$ cat config.mk
export PLATFORM = sky130hd
export DESIGN_NAME = dma_channel_idle_repeat_normal
export DESIGN_NICKNAME = d
export VERILOG_FILES = /design/src/rtl/dma_pkg.sv /design/src/rtl/dma_channel_idle_repeat_normal.sv
export SDC_FILE = /design/constraint.sdc
export NUM_CORES = 1
export LEC_CHECK = 0
export ABC_AREA = 0
export CORE_ASPECT_RATIO = 2
export CORE_MARGIN = 1
export CORE_UTILIZATION = 55
export DETAILED_ROUTE_END_ITERATION = 12
export DONT_BUFFER_PORTS = 1
export HOLD_SLACK_MARGIN = 0.15
export PLACE_DENSITY = 0.7
export SLEW_MARGIN = 30
export SYNTH_ARGS = -nofsm -noshare
export SYNTH_HDL_FRONTEND = slang
export SYNTH_SLANG_ARGS = --single-unit
$ cat constraint.sdc
create_clock -name i_clk_sys -period 6.7 [get_ports i_clk_sys]
set_input_delay 1.34 -clock i_clk_sys [delete_from_list [all_inputs] [get_ports i_clk_sys]]
set_output_delay 1.34 -clock i_clk_sys [all_outputs]
set_load 0.01 [all_outputs]
$ cat src/rtl/dma_pkg.sv
// constants and types shared by the single dma channel engine
`default_nettype none
package dma_pkg;
    // register offsets (byte addresses on the 8-bit register port)
    localparam logic [7:0] OFF_CTRL = 8'h00;
    localparam logic [7:0] OFF_MEM_ADDR = 8'h04;
    localparam logic [7:0] OFF_IO_ADDR = 8'h08;
    localparam logic [7:0] OFF_COUNT = 8'h0c;
    localparam logic [7:0] OFF_FULL_SRC = 8'h10;
    localparam logic [7:0] OFF_FULL_DST = 8'h14;
    localparam logic [7:0] OFF_FULL_COUNT = 8'h18;
    localparam logic [7:0] OFF_STATUS = 8'h1c;

    // channel_control_reg field positions
    localparam int CTRL_W = 15;
    localparam int CTL_EN = 0;
    localparam int CTL_IRQ_EN = 1;
    localparam int CTL_SIZE = 2;
    localparam int CTL_DEC = 3;
    localparam int CTL_MODE_LO = 4;
    localparam int CTL_SRC_LO = 6;
    localparam int CTL_BURST = 9;
    localparam int CTL_SDIR_LO = 10;
    localparam int CTL_DDIR_LO = 12;
    localparam int CTL_EDGE = 14;

    // status field positions
    localparam int STS_BUSY = 0;
    localparam int STS_EXT_PEND = 1;
    localparam int STS_BUS_REQ = 2;

    // reset values
    localparam logic [CTRL_W-1:0] CTRL_RESET = 15'h0000;
    localparam logic [23:0] ADDR_RESET = 24'h000000;
    localparam logic [7:0] IO_RESET = 8'h00;
    localparam logic [15:0] COUNT_RESET = 16'h0000;

    // fixed upper bits of the short i/o address
    localparam logic [15:0] IO_UPPER = 16'hffff;
    // address steps for byte and word units
    localparam logic [23:0] STEP_BYTE = 24'h000001;
    localparam logic [23:0] STEP_WORD = 24'h000002;

    typedef enum logic [1:0] {MODE_IDLE, MODE_REPEAT, MODE_NORMAL, MODE_RSVD} mode_t;
    typedef enum logic [2:0] {
        SRC_TMR0, SRC_TMR1, SRC_TMR2, SRC_TMR3, SRC_TX, SRC_RX, SRC_EXT, SRC_AUTO
    } src_t;
    typedef enum logic [1:0] {DIR_FIXED, DIR_INC, DIR_DEC, DIR_RSVD} dir_t;
endpackage : dma_pkg
`default_nettype wire

$ cat src/rtl/dma_channel_idle_repeat_normal.sv
// one dma channel: idle, repeat and normal transfer modes
//
// How it works
// - idle: count down per transfer; at zero clear enable, end, raise interrupt
// - idle: start count of zero gives 65,536 transfers
// - idle/repeat take timer 0-3, serial empty/full and external requests
// - repeat: one unit per request, restore address and count, keep going
// - idle/repeat: serial receive-full moves io to memory; all else memory to io
// - repeat: current count decrements, reloads from unchanged initial count at zero
// - repeat reload subtracts signed initial count times unit size from address
// - repeat runs until enable cleared; setting it again resumes saved state
// - repeat never raises a completion interrupt
// - io address is all-ones upper bits plus 8-bit register, never stepped
// - repeat count is 8-bit, at most 256 transfers
// - normal: both halves form one channel, one unit per request
// - normal: 24-bit source and destination each step or hold independently
// - normal: count down; at zero clear enable; interrupt only if enabled
// - normal: start count of zero gives 65,536 transfers
// - normal: external or auto request; auto runs all transfers unprompted
// - cycle-steal releases the bus after every transfer
// - normal burst with auto or level-held external request keeps the bus to the end unless a higher master asks
// - idle: memory and io addresses stay unchanged
// - on-chip request source is withheld from cpu and its flag cleared
// - edge sensing: one unit per falling edge of the external request
//
// The strobed register port and the register addresses were chosen for this implementation.
`default_nettype none
module dma_channel_idle_repeat_normal (
    // clock and reset
    input wire logic i_clk_sys,
    input wire logic i_rst,
    // register port
    input wire logic [7:0] i_reg_addr,
    input wire logic [31:0] i_reg_wdata,
    input wire logic i_reg_wr,
    input wire logic i_reg_rd,
    output logic [31:0] o_reg_rdata,
    // activation sources
    input wire logic [3:0] i_timer_req,
    input wire logic i_tx_empty_req,
    input wire logic i_rx_full_req,
    input wire logic i_ext_req_n,
    output logic [5:0] o_req_clear,
    output logic [5:0] o_cpu_withhold,
    // system bus master
    output logic o_bus_req,
    input wire logic i_bus_grant,
    input wire logic i_bus_preempt,
    output logic [23:0] o_bus_addr,
    output logic o_bus_rd,
    output logic o_bus_wr,
    output logic o_bus_word,
    output logic [15:0] o_bus_wdata,
    input wire logic [15:0] i_bus_rdata,
    // completion
    output logic o_done_irq
);
    typedef enum logic [2:0] {S_WAIT, S_GRANT, S_READ, S_DATA, S_WRITE} state_t;

    state_t state;
    logic [dma_pkg::CTRL_W-1:0] channel_control_reg;
    logic [23:0] memory_address_reg;
    logic [7:0] fixed_io_address_reg;
    logic [15:0] transfer_count_reg;
    logic [23:0] full_source_address;
    logic [23:0] full_dest_address;
    logic [15:0] full_transfer_count;
    logic ext_prev;
    logic ext_pend;
    logic rx_dir;

    // address step shared by memory, source and destination pointers
    function automatic logic [23:0] step_addr(input logic [23:0] a, input dma_pkg::dir_t d,
                                              input logic word);
        logic [23:0] inc;
        inc = word ? dma_pkg::STEP_WORD : dma_pkg::STEP_BYTE;
        unique case (d)
            dma_pkg::DIR_INC: step_addr = a + inc;
            dma_pkg::DIR_DEC: step_addr = a - inc;
            default: step_addr = a;
        endcase
    endfunction : step_addr

    // control field decode
    logic transfer_enable_bit;
    logic completion_irq_enable;
    logic unit_size_select;
    logic address_decrement_select;
    logic burst_sel;
    logic edge_sense;
    dma_pkg::mode_t mode;
    dma_pkg::src_t src_sel;
    dma_pkg::dir_t src_dir;
    dma_pkg::dir_t dst_dir;
    assign transfer_enable_bit = channel_control_reg[dma_pkg::CTL_EN];
    assign completion_irq_enable = channel_control_reg[dma_pkg::CTL_IRQ_EN];
    assign unit_size_select = channel_control_reg[dma_pkg::CTL_SIZE];
    assign address_decrement_select = channel_control_reg[dma_pkg::CTL_DEC];
    assign burst_sel = channel_control_reg[dma_pkg::CTL_BURST];
    assign edge_sense = channel_control_reg[dma_pkg::CTL_EDGE];
    assign mode = dma_pkg::mode_t'(channel_control_reg[dma_pkg::CTL_MODE_LO +: 2]);
    assign src_sel = dma_pkg::src_t'(channel_control_reg[dma_pkg::CTL_SRC_LO +: 3]);
    assign src_dir = dma_pkg::dir_t'(channel_control_reg[dma_pkg::CTL_SDIR_LO +: 2]);
    assign dst_dir = dma_pkg::dir_t'(channel_control_reg[dma_pkg::CTL_DDIR_LO +: 2]);

    logic is_idle;
    logic is_repeat;
    logic is_normal;
    assign is_idle = (mode == dma_pkg::MODE_IDLE);
    assign is_repeat = (mode == dma_pkg::MODE_REPEAT);
    assign is_normal = (mode == dma_pkg::MODE_NORMAL);

    // repeat counts live in the two halves of the count register
    logic [7:0] repeat_current_count;
    logic [7:0] repeat_initial_count;
    assign repeat_current_count = transfer_count_reg[15:8];
    assign repeat_initial_count = transfer_count_reg[7:0];

    // register port write hits
    logic wr_ctrl;
    logic wr_mem;
    logic wr_io;
    logic wr_cnt;
    logic wr_src;
    logic wr_dst;
    logic wr_fcnt;
    assign wr_ctrl = i_reg_wr && (i_reg_addr == dma_pkg::OFF_CTRL);
    assign wr_mem = i_reg_wr && (i_reg_addr == dma_pkg::OFF_MEM_ADDR);
    assign wr_io = i_reg_wr && (i_reg_addr == dma_pkg::OFF_IO_ADDR);
    assign wr_cnt = i_reg_wr && (i_reg_addr == dma_pkg::OFF_COUNT);
    assign wr_src = i_reg_wr && (i_reg_addr == dma_pkg::OFF_FULL_SRC);
    assign wr_dst = i_reg_wr && (i_reg_addr == dma_pkg::OFF_FULL_DST);
    assign wr_fcnt = i_reg_wr && (i_reg_addr == dma_pkg::OFF_FULL_COUNT);

    // activation source qualification
    logic [5:0] int_req;
    logic int_src;
    logic ext_fall;
    logic req_hit;
    logic start;
    assign int_req = {i_rx_full_req, i_tx_empty_req, i_timer_req};
    assign int_src = !is_normal && (src_sel != dma_pkg::SRC_EXT) &&
                     (src_sel != dma_pkg::SRC_AUTO);
    assign ext_fall = ext_prev && !i_ext_req_n;

    // short modes take on-chip or external requests
    // normal mode takes only external or auto requests
    always_comb begin
        req_hit = 1'b0;
        unique case (src_sel)
            dma_pkg::SRC_EXT: req_hit = edge_sense ? ext_pend : !i_ext_req_n;
            dma_pkg::SRC_AUTO: req_hit = is_normal;
            default: req_hit = !is_normal && int_req[src_sel];
        endcase
    end

    assign start = (state == S_WAIT) && transfer_enable_bit &&
                   (mode != dma_pkg::MODE_RSVD) && req_hit;

    // address selection and per-transfer arithmetic
    logic [23:0] io_full;
    logic [23:0] rd_addr;
    logic [23:0] wr_addr;
    logic [23:0] next_src;
    logic [23:0] next_dst;
    logic [23:0] mem_step;
    logic [23:0] mem_restore;
    logic [23:0] restore_delta;
    logic xfer;
    logic last_xfer;
    logic keep_bus;

    // io address upper bits forced to ones
    assign io_full = {dma_pkg::IO_UPPER, fixed_io_address_reg};
    assign rd_addr = is_normal ? full_source_address :
                     (rx_dir ? io_full : memory_address_reg);
    assign wr_addr = is_normal ? full_dest_address :
                     (rx_dir ? memory_address_reg : io_full);
    // step size follows the unit size
    assign next_src = step_addr(full_source_address, src_dir, unit_size_select);
    assign next_dst = step_addr(full_dest_address, dst_dir, unit_size_select);
    assign mem_step = step_addr(memory_address_reg,
                                address_decrement_select ? dma_pkg::DIR_DEC : dma_pkg::DIR_INC,
                                unit_size_select);
    // undo a whole table pass, sign following the decrement select
    assign restore_delta = {16'h0000, repeat_initial_count} << unit_size_select;
    assign mem_restore = address_decrement_select ? mem_step + restore_delta
                                                  : mem_step - restore_delta;

    assign xfer = (state == S_WRITE);
    // count of one before the update means this transfer is the last
    assign last_xfer = is_normal ? (full_transfer_count == 16'h0001) :
                       (is_idle && transfer_count_reg == 16'h0001);
    // burst holds the bus while work remains and nobody outranks us
    assign keep_bus = is_normal && burst_sel && !i_bus_preempt && !last_xfer &&
                      transfer_enable_bit &&
                      (src_sel == dma_pkg::SRC_AUTO ||
                       (src_sel == dma_pkg::SRC_EXT && !edge_sense && !i_ext_req_n));

    // transfer sequencer and bus strobes; read data return one cycle after the strobe
    always_ff @(posedge i_clk_sys) begin
        if (i_rst) begin
            state <= S_WAIT;
            o_bus_req <= 1'b0;
            o_bus_rd <= 1'b0;
            o_bus_wr <= 1'b0;
            o_bus_word <= 1'b0;
            o_bus_addr <= dma_pkg::ADDR_RESET;
            o_bus_wdata <= 16'h0000;
            rx_dir <= 1'b0;
        end else begin
            unique case (state)
                S_WAIT: begin
                    if (start) begin
                        o_bus_req <= 1'b1;
                        rx_dir <= !is_normal && (src_sel == dma_pkg::SRC_RX);
                        state <= S_GRANT;
                    end
                end
                S_GRANT: begin
                    if (i_bus_grant) begin
                        o_bus_rd <= 1'b1;
                        o_bus_addr <= rd_addr;
                        o_bus_word <= unit_size_select;
                        state <= S_READ;
                    end
                end
                S_READ: begin
                    o_bus_rd <= 1'b0;
                    state <= S_DATA;
                end
                S_DATA: begin
                    o_bus_wr <= 1'b1;
                    o_bus_addr <= wr_addr;
                    o_bus_wdata <= i_bus_rdata;
                    state <= S_WRITE;
                end
                S_WRITE: begin
                    o_bus_wr <= 1'b0;
                    if (keep_bus) begin
                        o_bus_rd <= 1'b1;
                        o_bus_addr <= next_src;
                        state <= S_READ;
                    end else begin
                        // cycle-steal drops the request after each unit
                        o_bus_req <= 1'b0;
                        state <= S_WAIT;
                    end
                end
            endcase
        end
    end

    // external request edge capture; a new edge wins over the consuming start
    always_ff @(posedge i_clk_sys) begin
        if (i_rst) begin
            ext_prev <= 1'b1;
            ext_pend <= 1'b0;
        end else begin
            ext_prev <= i_ext_req_n;
            // one pending unit per falling edge, extra edges merge
            if (ext_fall && edge_sense)
                ext_pend <= 1'b1;
            else if (start && src_sel == dma_pkg::SRC_EXT)
                ext_pend <= 1'b0;
        end
    end

    // on-chip request handling
    always_ff @(posedge i_clk_sys) begin
        if (i_rst) begin
            o_req_clear <= 6'h00;
            o_cpu_withhold <= 6'h00;
        end else begin
            // clear the source flag on activation, hide it while enabled
            o_req_clear <= (start && int_src) ? 6'(6'h01 << src_sel) : 6'h00;
            o_cpu_withhold <= (transfer_enable_bit && int_src) ? 6'(6'h01 << src_sel) : 6'h00;
        end
    end

    // control register; software write outranks the end-of-run clear
    always_ff @(posedge i_clk_sys) begin
        if (i_rst) begin
            channel_control_reg <= dma_pkg::CTRL_RESET;
        end else if (wr_ctrl) begin
            channel_control_reg <= i_reg_wdata[dma_pkg::CTRL_W-1:0];
        end else if (xfer && last_xfer) begin
            // enable drops when the count runs out
            channel_control_reg[dma_pkg::CTL_EN] <= 1'b0;
        end
    end

    // short-address registers; repeat state just holds while disabled so a
    // later enable resumes where it stopped
    // hold across disable
    always_ff @(posedge i_clk_sys) begin
        if (i_rst) begin
            memory_address_reg <= dma_pkg::ADDR_RESET;
            fixed_io_address_reg <= dma_pkg::IO_RESET;
            transfer_count_reg <= dma_pkg::COUNT_RESET;
        end else begin
            if (wr_io)
                fixed_io_address_reg <= i_reg_wdata[7:0];
            // idle leaves the memory address alone
            if (wr_mem)
                memory_address_reg <= i_reg_wdata[23:0];
            else if (xfer && is_repeat)
                memory_address_reg <= (repeat_current_count == 8'h01) ? mem_restore : mem_step;
            if (wr_cnt) begin
                transfer_count_reg <= i_reg_wdata[15:0];
            end else if (xfer && is_idle) begin
                // zero wraps to ffff, so 65,536 units run
                transfer_count_reg <= transfer_count_reg - 16'h0001;
            end else if (xfer && is_repeat) begin
                // 8-bit count reloads, initial half untouched
                if (repeat_current_count == 8'h01)
                    transfer_count_reg[15:8] <= repeat_initial_count;
                else
                    transfer_count_reg[15:8] <= repeat_current_count - 8'h01;
            end
        end
    end

    // full-address registers for normal mode
    always_ff @(posedge i_clk_sys) begin
        if (i_rst) begin
            full_source_address <= dma_pkg::ADDR_RESET;
            full_dest_address <= dma_pkg::ADDR_RESET;
            full_transfer_count <= dma_pkg::COUNT_RESET;
        end else begin
            // one combined channel, two independent pointers
            if (wr_src)
                full_source_address <= i_reg_wdata[23:0];
            else if (xfer && is_normal)
                full_source_address <= next_src;
            if (wr_dst)
                full_dest_address <= i_reg_wdata[23:0];
            else if (xfer && is_normal)
                full_dest_address <= next_dst;
            // zero start also wraps to 65,536 units
            if (wr_fcnt)
                full_transfer_count <= i_reg_wdata[15:0];
            else if (xfer && is_normal)
                full_transfer_count <= full_transfer_count - 16'h0001;
        end
    end

    // completion pulse
    always_ff @(posedge i_clk_sys) begin
        if (i_rst) begin
            o_done_irq <= 1'b0;
        end else begin
            // repeat never ends, so never interrupts; normal gated
            o_done_irq <= xfer && last_xfer && (is_idle || completion_irq_enable);
        end
    end

    // read data, valid the cycle after the read strobe; unmapped reads zero
    always_ff @(posedge i_clk_sys) begin
        if (i_rst) begin
            o_reg_rdata <= 32'h00000000;
        end else if (i_reg_rd) begin
            unique case (i_reg_addr)
                dma_pkg::OFF_CTRL: o_reg_rdata <= {17'h00000, channel_control_reg};
                dma_pkg::OFF_MEM_ADDR: o_reg_rdata <= {8'h00, memory_address_reg};
                dma_pkg::OFF_IO_ADDR: o_reg_rdata <= {24'h000000, fixed_io_address_reg};
                dma_pkg::OFF_COUNT: o_reg_rdata <= {16'h0000, transfer_count_reg};
                dma_pkg::OFF_FULL_SRC: o_reg_rdata <= {8'h00, full_source_address};
                dma_pkg::OFF_FULL_DST: o_reg_rdata <= {8'h00, full_dest_address};
                dma_pkg::OFF_FULL_COUNT: o_reg_rdata <= {16'h0000, full_transfer_count};
                dma_pkg::OFF_STATUS: o_reg_rdata <= {29'h00000000, o_bus_req, ext_pend,
                                                     state != S_WAIT};
                default: o_reg_rdata <= 32'h00000000;
            endcase
        end else begin
            o_reg_rdata <= 32'h00000000;
        end
    end
endmodule : dma_channel_idle_repeat_normal
`default_nettype wire

==> results.yml, run 1 <==
status:
  outcome: "complete, no violations"
clocking:
  post_cts_hold_buffer_count: 0
  tritoncts: "built"
  htreeDepth: 1
  clk_path_buf_depth: 3
  cts.reportedPaths.clkPinSlew_ps: 70
  tritoncts_num_sinks: 214
  clock_tree.root_cell: "clkbuf_16"
  cts-resized-gates: 0
  cts_buffers: 21
  clk-insertion-delay-late_ps: 530
  post_cts_buffers: 0
synth:
  yosysTopAreaCellShare_pct: 27.1
  post_synth_mux_area_share_pct: 1.56
  async_reset_ff_share_pct: 0
  synth-compound-area-share_pct: 30.5
  synth_area_mm2: 0.0158
  top_reg_cell_synth: "dfxtp_1"
  synth_adder_area_share_pct: 8.57
  synth_enable_flop_cells: 0
  synth_largest_area_cell: "dfxtp_1"
  post_synth_num_cell_types: 88
  synth_simple_gate_area_share_pct: 21.5
  synth_top_family_by_area: "compound AO/OA/AOI/OAI gates"
  synth_xor_area_share_pct: 5.49
  synth_seq_area_share_pct: 27.1
  synthesis.area_per_instance_um2: 7.54
  synth_area_leaders: "dfxtp_1 27%, ha_1 8.0%, nor2_1 6.2%, a21oi_1 5.9%, nand2_1 5.9%"
  yosys_warnings: 0
  ys_ff_latch: 214
  synthCells: 2094
detailed_routing:
  drt-pass1-iter-count: 6
  wl_per_cell_um: 22.5
  detail-route-antenna-nets: 0
  totalWireLength_mm: 53.4
  post_drt_via_cell_ratio: 6.63
  detailroute.via_count: 15800
  initialDrtViolationCount: 1150
  route.detailed.drc: 0
placed_design:
  globalplace.congestion: 1.01
  portBuffers: 0
  place.detailed.instances: 2344
  detailedPlacementHpwl_mm: 39.9
layout:
  final-seq-area_mm2: 0.00428
  final_cells: 2380
  synthToLayoutAreaGrowth_pct: 5.24
  finalNetCount: 2185
  multi_input_comb_area_mm2: 0.0107
  layout-drive-gt1-share_pct: 5.39
  n_fill_cell: 2715
  antenna_cells_inserted: 0
setup_path:
  critical_path_fanout_max: 14
  worstSetupStartpointType: "flop"
  worstPathRequired_ps: 7110
  cp_data_arrival_time_ps: 5970
  endpoint_kind: "flop"
  timing_worst_setup_path_type: "flop to flop"
floorplanning:
  io_pins: 158
  die_height_um: 242
  rows: 87
  core-area_mm2: 0.0282
  initial_standard_cell_utilization_of_the_core_pct: 56.0
  floorplan.die_area_mm2: 0.0294
  die-width_um: 122
power:
  switching_share_pct: 22.0
  p_switching_mw: 0.569
  power.share.combinational_pct: 1.6
  power.density_cell_area_mw_per_mm2: 156
  int_power_mw: 2.02
  p_leak_nw: 6.25
  ir_drop_uv: 135
  clkPwrFrac_pct: 49.1
  sequential_share_of_power_pct: 49.3
timing:
  fmax_mhz: 180
  setup_violations: 0
  fin_worst_skew_ps: 16.1
  max_slew_margin_pct: 34.9
  worst-slew-pin-transition_ps: 977
  final-hold-violation-count: 0
  final_period_minus_worst_setup_slack_ps: 5560
  maxSlewViolCount: 0
  setup-tns-final_ps: 0
  rsz0062_at_grt: "false"
  layout_worst_path_cycle_share_pct: 83.0
grt:
  grt_first_pass_wirelength_mm: 81.7
  via_count_of_the_first_global_routing_pass: 14900
  globalRouteOverflowTotal: 0
  grt_max_degree: 173
  number_of_antenna_violations_at_the_first_check_in_global_routing: 0
  grt.total_usage_pct: 35.5
flow_run:
  maxCapViolations: 0
worst_hold_path:
  timing.hold.worst.class: "flop to flop"
cell families (layout without fill, tap and decap cells):
kind of cell | count (synthesis) | after routing
AO/OA/AOI/OAI | 699 | 699
XOR/XNOR | 99 | 99
adder cells (fa/ha/maj) | 106 | 106
buffers and inverters | 201 | 124
flip-flops | 214 | 214
multiplexers | 23 | 23
other | 1 | 8
AND/OR/NAND/NOR | 751 | 751
metal layers:
layer | wire length [um] | track usage (%) | vias to the layer above
li1 | - | - | 7521
met2 | 25900 | 60.2 | 636
met1 | 19800 | 40.0 | 7422
met3 | 3230 | 3.44 | 194
met4 | 4480 | 27.4 | 0
met5 | 0 | 0 | -
power by group through the flow:
stage / Sequential, mW / Clock [mW] / Combinational [mW]
floorplan: 1.30 / 0 / 0.0518
global placement: 1.31 / 0 / 0.0391
detailed placement: 1.31 / 0 / 0.0400
CTS: 1.28 / 1.28 / 0.0401
global route: 1.28 / 1.32 / 0.0447
finish: 1.28 / 1.27 / 0.0409
critical path: stages (launching register included):
cell and delay [ps]:
dfxtp_1 310, inv_1 390, nand2_1 190, fa_1 460, nor2b_1 210, o31ai_2 120
a211oi_2 450, o21ai_0 180, a21boi_0 290, o21a_1 150, nor2_1 40, xnor2_1 200
ha_1 320, a21o_1 180, a21o_1 180, a21oi_1 180, a31oi_1 160, or4_1 430
a32oi_1 360, o31ai_1 150, a21oi_1 200, mux2i_1 210, nor2_1 60
stage by stage:
stage                     total power, mW  util, %  area [um^2]  setup WS (ps)  hold slack, ps
after global placement               1.34     56.4        15900           1340             456
after global routing                 2.65     59.0        16600            716             502
final                                2.59     59.0        16600           1140             474
after floorplan                      1.36        -        15800           1650             447
after CTS                            2.60     58.9        16600           1240             470
after detailed placement             1.35     56.4        15900           1250             459
cell usage in the layout, fill, tap and decap left out, types with 40 or more instances in the layout:
master	instances
nand3_1	50
dfxtp_1	214
a21o_1	40
a211oi_1	57
a21oi_1	187
inv_1	55
ha_1	100
nor2_1	257
nand2_1	248
xnor2_1	63
o21ai_0	78
a22oi_1	62
nor3_1	55
synthesized netlist by cell type, drive strengths merged, types with 56 or more instances:
cell type  number
o21ai          88
xnor2          63
nand2         250
inv            56
clkbuf        118
nor2          259
a21oi         188
ha            101
a211oi         62
nor3           57
dfxtp         214
a22oi          62
final cells by class:
type / count / share of cell area, %
clock buffers: 26 / 3.45
clock inverters: 10 / 0.903
inverters: 56 / 1.26
multi-input cells: 1686 / 64.5
flip-flops and latches: 214 / 25.8
well taps: 356 / 2.68
repair buffers: 32 / 1.45
worst paths after layout:
check / startpoint / to / slack [ps] / depth (start not counted)
setup / recovery: channel_control_reg[2] / memory_address_reg[21] / 1140 / 22
hold / removal: fixed_io_address_reg[4] / fixed_io_address_reg[4] / 470 / 2
setup reg to reg: channel_control_reg[2] / memory_address_reg[21] / 1140 / 22
hold reg to reg: fixed_io_address_reg[4] / fixed_io_address_reg[4] / 470 / 2
Note: power is estimated with default switching activity, not from simulation.
==> run 2, diff against run 1 <==
--- a/config.mk
+++ b/config.mk
@@ -5,7 +5,7 @@
 export SDC_FILE = /design/constraint.sdc
 export NUM_CORES = 1
 export LEC_CHECK = 0
-export ABC_AREA = 0
+export ABC_AREA = 1
 export CORE_ASPECT_RATIO = 2
 export CORE_MARGIN = 1
 export CORE_UTILIZATION = 55
==> constraint.sdc (replaced) <==
create_clock -name i_clk_sys -period 5.7 [get_ports i_clk_sys]
set_input_delay 1.14 -clock i_clk_sys [delete_from_list [all_inputs] [get_ports i_clk_sys]]
set_output_delay 1.14 -clock i_clk_sys [all_outputs]
set_load 0.01 [all_outputs]
==> run 2 against run 1 <==
  * Critical endpoint is now memory_address_reg[23]
  * Largest power group is now the clock network
  * Sequential share of layout area fell by 1.2 points
  * Synthesized cell count rose by 20%
  * Critical path type unchanged
  * Combinational power rose to 4.1 times the previous value
  * Worst hold slack improved by 28 ps
  * Non-clock buffer count fell by 8
  * Maximum frequency rose by 25%
==> results.yml, run 2 <==
status:
  outcome: "complete, no violations"
synth:
  ys_ff_latch: 214
  synth_largest_area_cell: "dfxtp_1"
  yosysTopAreaCellShare_pct: 26.1
  post_synth_num_cell_types: 70
  synth_area_mm2: 0.0164
  synth_area_leaders: "dfxtp_1 26%, nand2_1 13%, ha_1 7.7%, inv_1 6.9%, o21ai_0 6.5%"
  top_reg_cell_synth: "dfxtp_1"
  synthCells: 2514
  synth_seq_area_share_pct: 26.1
  synth_most_common_cell: "nand2_1"
  synth_top_cells_by_count: "547 x nand2_1, 302 x inv_1, 214 x dfxtp_1"
  synth_enable_flop_cells: 0
  yosys_warnings: 0
  synthesis.area_per_instance_um2: 6.53
  async_reset_ff_share_pct: 0
power:
  switching_share_pct: 26.3
  sequential_share_of_power_pct: 47.3
  power.density_cell_area_mw_per_mm2: 189
  int_power_mw: 2.43
  p_switching_mw: 0.867
  p_leak_nw: 7.62
  ir_drop_uv: 236
  power.share.combinational_pct: 5.0
  clkPwrFrac_pct: 47.7
detailed_routing:
  wl_per_cell_um: 24.1
  drt-pass1-iter-count: 6
  route.detailed.drc: 0
  post_drt_via_cell_ratio: 6.32
  detail-route-antenna-nets: 0
  detailroute.via_count: 18000
  initialDrtViolationCount: 1989
  totalWireLength_mm: 68.7
timing:
  fin_worst_skew_ps: 24.1
  final-hold-violation-count: 0
  maxSlewViolCount: 0
  final_period_minus_worst_setup_slack_ps: 4450
  max_slew_margin_pct: 33.5
  layout_worst_path_cycle_share_pct: 78.1
  rsz0062_at_grt: "false"
  setup-tns-final_ps: 0
  worst-slew-pin-transition_ps: 998
  hold_ws_ps: 502
  setup_violations: 0
  fmax_mhz: 225
worst_hold_path:
  timing.hold.worst.class: "flop to flop"
  hold_path_startpoint: "full_transfer_count[8]"
  hold-path-cell-count: 2
floorplanning:
  die_height_um: 246
  io_pins: 158
  initial_standard_cell_utilization_of_the_core_pct: 55.8
  rows: 89
  die-width_um: 124
  floorplan.die_area_mm2: 0.0306
  core-area_mm2: 0.0294
grt:
  grt.total_usage_pct: 45.0
  grt_first_pass_wirelength_mm: 101
  globalRouteOverflowTotal: 0
  grt_max_degree: 95
  number_of_antenna_violations_at_the_first_check_in_global_routing: 0
  via_count_of_the_first_global_routing_pass: 17300
setup_path:
  reg2regPathDepth: 26
  worstSetupStartpointType: "flop"
  cp_data_arrival_time_ps: 4920
  crit_path_start: "channel_control_reg[3]"
  timing_worst_setup_path_type: "flop to flop"
  worstPathRequired_ps: 6170
  endpoint_kind: "flop"
  critical_path_fanout_max: 10
  r2r_start: "channel_control_reg[3]"
clocking:
  tritoncts_num_sinks: 214
  post_cts_buffers: 0
  clk_path_buf_depth: 3
  tritoncts: "built"
  clk-insertion-delay-late_ps: 540
  htreeDepth: 1
  cts.reportedPaths.clkPinSlew_ps: 70
  post_cts_hold_buffer_count: 0
  cts_buffers: 22
  clock_tree.root_cell: "clkbuf_16"
  cts-resized-gates: 0
flow_run:
  maxCapViolations: 0
layout:
  finalNetCount: 2641
  n_fill_cell: 2957
  synthToLayoutAreaGrowth_pct: 6.08
  layout-drive-gt1-share_pct: 6.32
  final_common_cell: "nand2_1"
  final_cells: 2848
  top_library_cells_by_usage_in_the_layout_fill_and_taps_aside: "547 x nand2_1, 301 x inv_1, 214 x dfxtp_1"
  final-seq-area_mm2: 0.00428
  multi_input_comb_area_mm2: 0.0105
placed_design:
  detailedPlacementHpwl_mm: 52.2
  globalplace.congestion: 1.04
  place.detailed.instances: 2807
  portBuffers: 0
-- run 2: worst paths after layout --
path | end | slack, ps
min | full_transfer_count[8] | 500
min reg2reg | full_transfer_count[8] | 500
max | memory_address_reg[23] | 1250
max reg2reg | memory_address_reg[23] | 1250
-- run 2: cell type report --
type	count	area share (%)
antenna	1	0.0144
multi-input combinational	1877	60.3
clock buffer	26	3.43
clock inverter	14	0.927
sequential	214	24.6
tap	364	2.62
inverter	328	7.08
timing repair buffer	24	1.04
-- run 2: cell families after synthesis --
logic type	count (synthesis)	synth area share, %
AND/OR/NAND/NOR	991	26.1
adder cells (fa/ha/maj)	105	8.19
AO/OA/AOI/OAI	709	25.8
other	1	0.0229
buffers and inverters	430	10.3
flip-flops	214	26.1
XOR/XNOR	64	3.42
-- run 2: power by group through the flow --
stage	combinational [mW]	sequential [mW]	clock (mW)
global route	0.181	1.56	1.62
CTS	0.159	1.56	1.57
floorplan	0.130	1.58	0
detailed placement	0.158	1.59	0
finish	0.166	1.56	1.57
global placement	0.156	1.59	0
-- run 2: worst max-delay path, stage by stage (launching register included) --
cell and delay [ps]:
dfxtp_1 340, clkinv_1 290, nor2_1 240, inv_1 80, fa_1 450, nand3b_1 200
nand3_2 140, a21oi_1 110, o21ai_1 220, nand3_1 100, nand2_1 80, xor2_1 240
ha_1 260, nand2_1 110, nor4_1 420, nand4_1 140, nand3_1 240, nand3_2 100
nand2_2 100, nand2_2 60, nand2_1 50, nand2_1 40, nand2_1 50, nand2_1 50
nand2_1 60, nand2_1 70, a21oi_2 100
-- run 2: layer usage --
layer	GRT usage (%)	wire length (um)	vias to the layer above
met5	0	0	-
met4	46.2	8380	0
met3	12.0	6340	316
met2	71.8	31400	910
met1	45.1	22600	8306
li1	-	-	8468
-- run 2: metrics by stage --
step / power (mW) / util (%) / worst slack (ps) / instance area (um^2)
after CTS: 3.28 / 59.1 / 1290 / 17400
after global placement: 1.75 / 56.5 / 1370 / 16600
final: 3.30 / 59.2 / 1250 / 17400
after floorplan: 1.71 / - / 1360 / 16400
after detailed placement: 1.75 / 56.5 / 1310 / 16600
after global routing: 3.36 / 59.2 / 831 / 17400
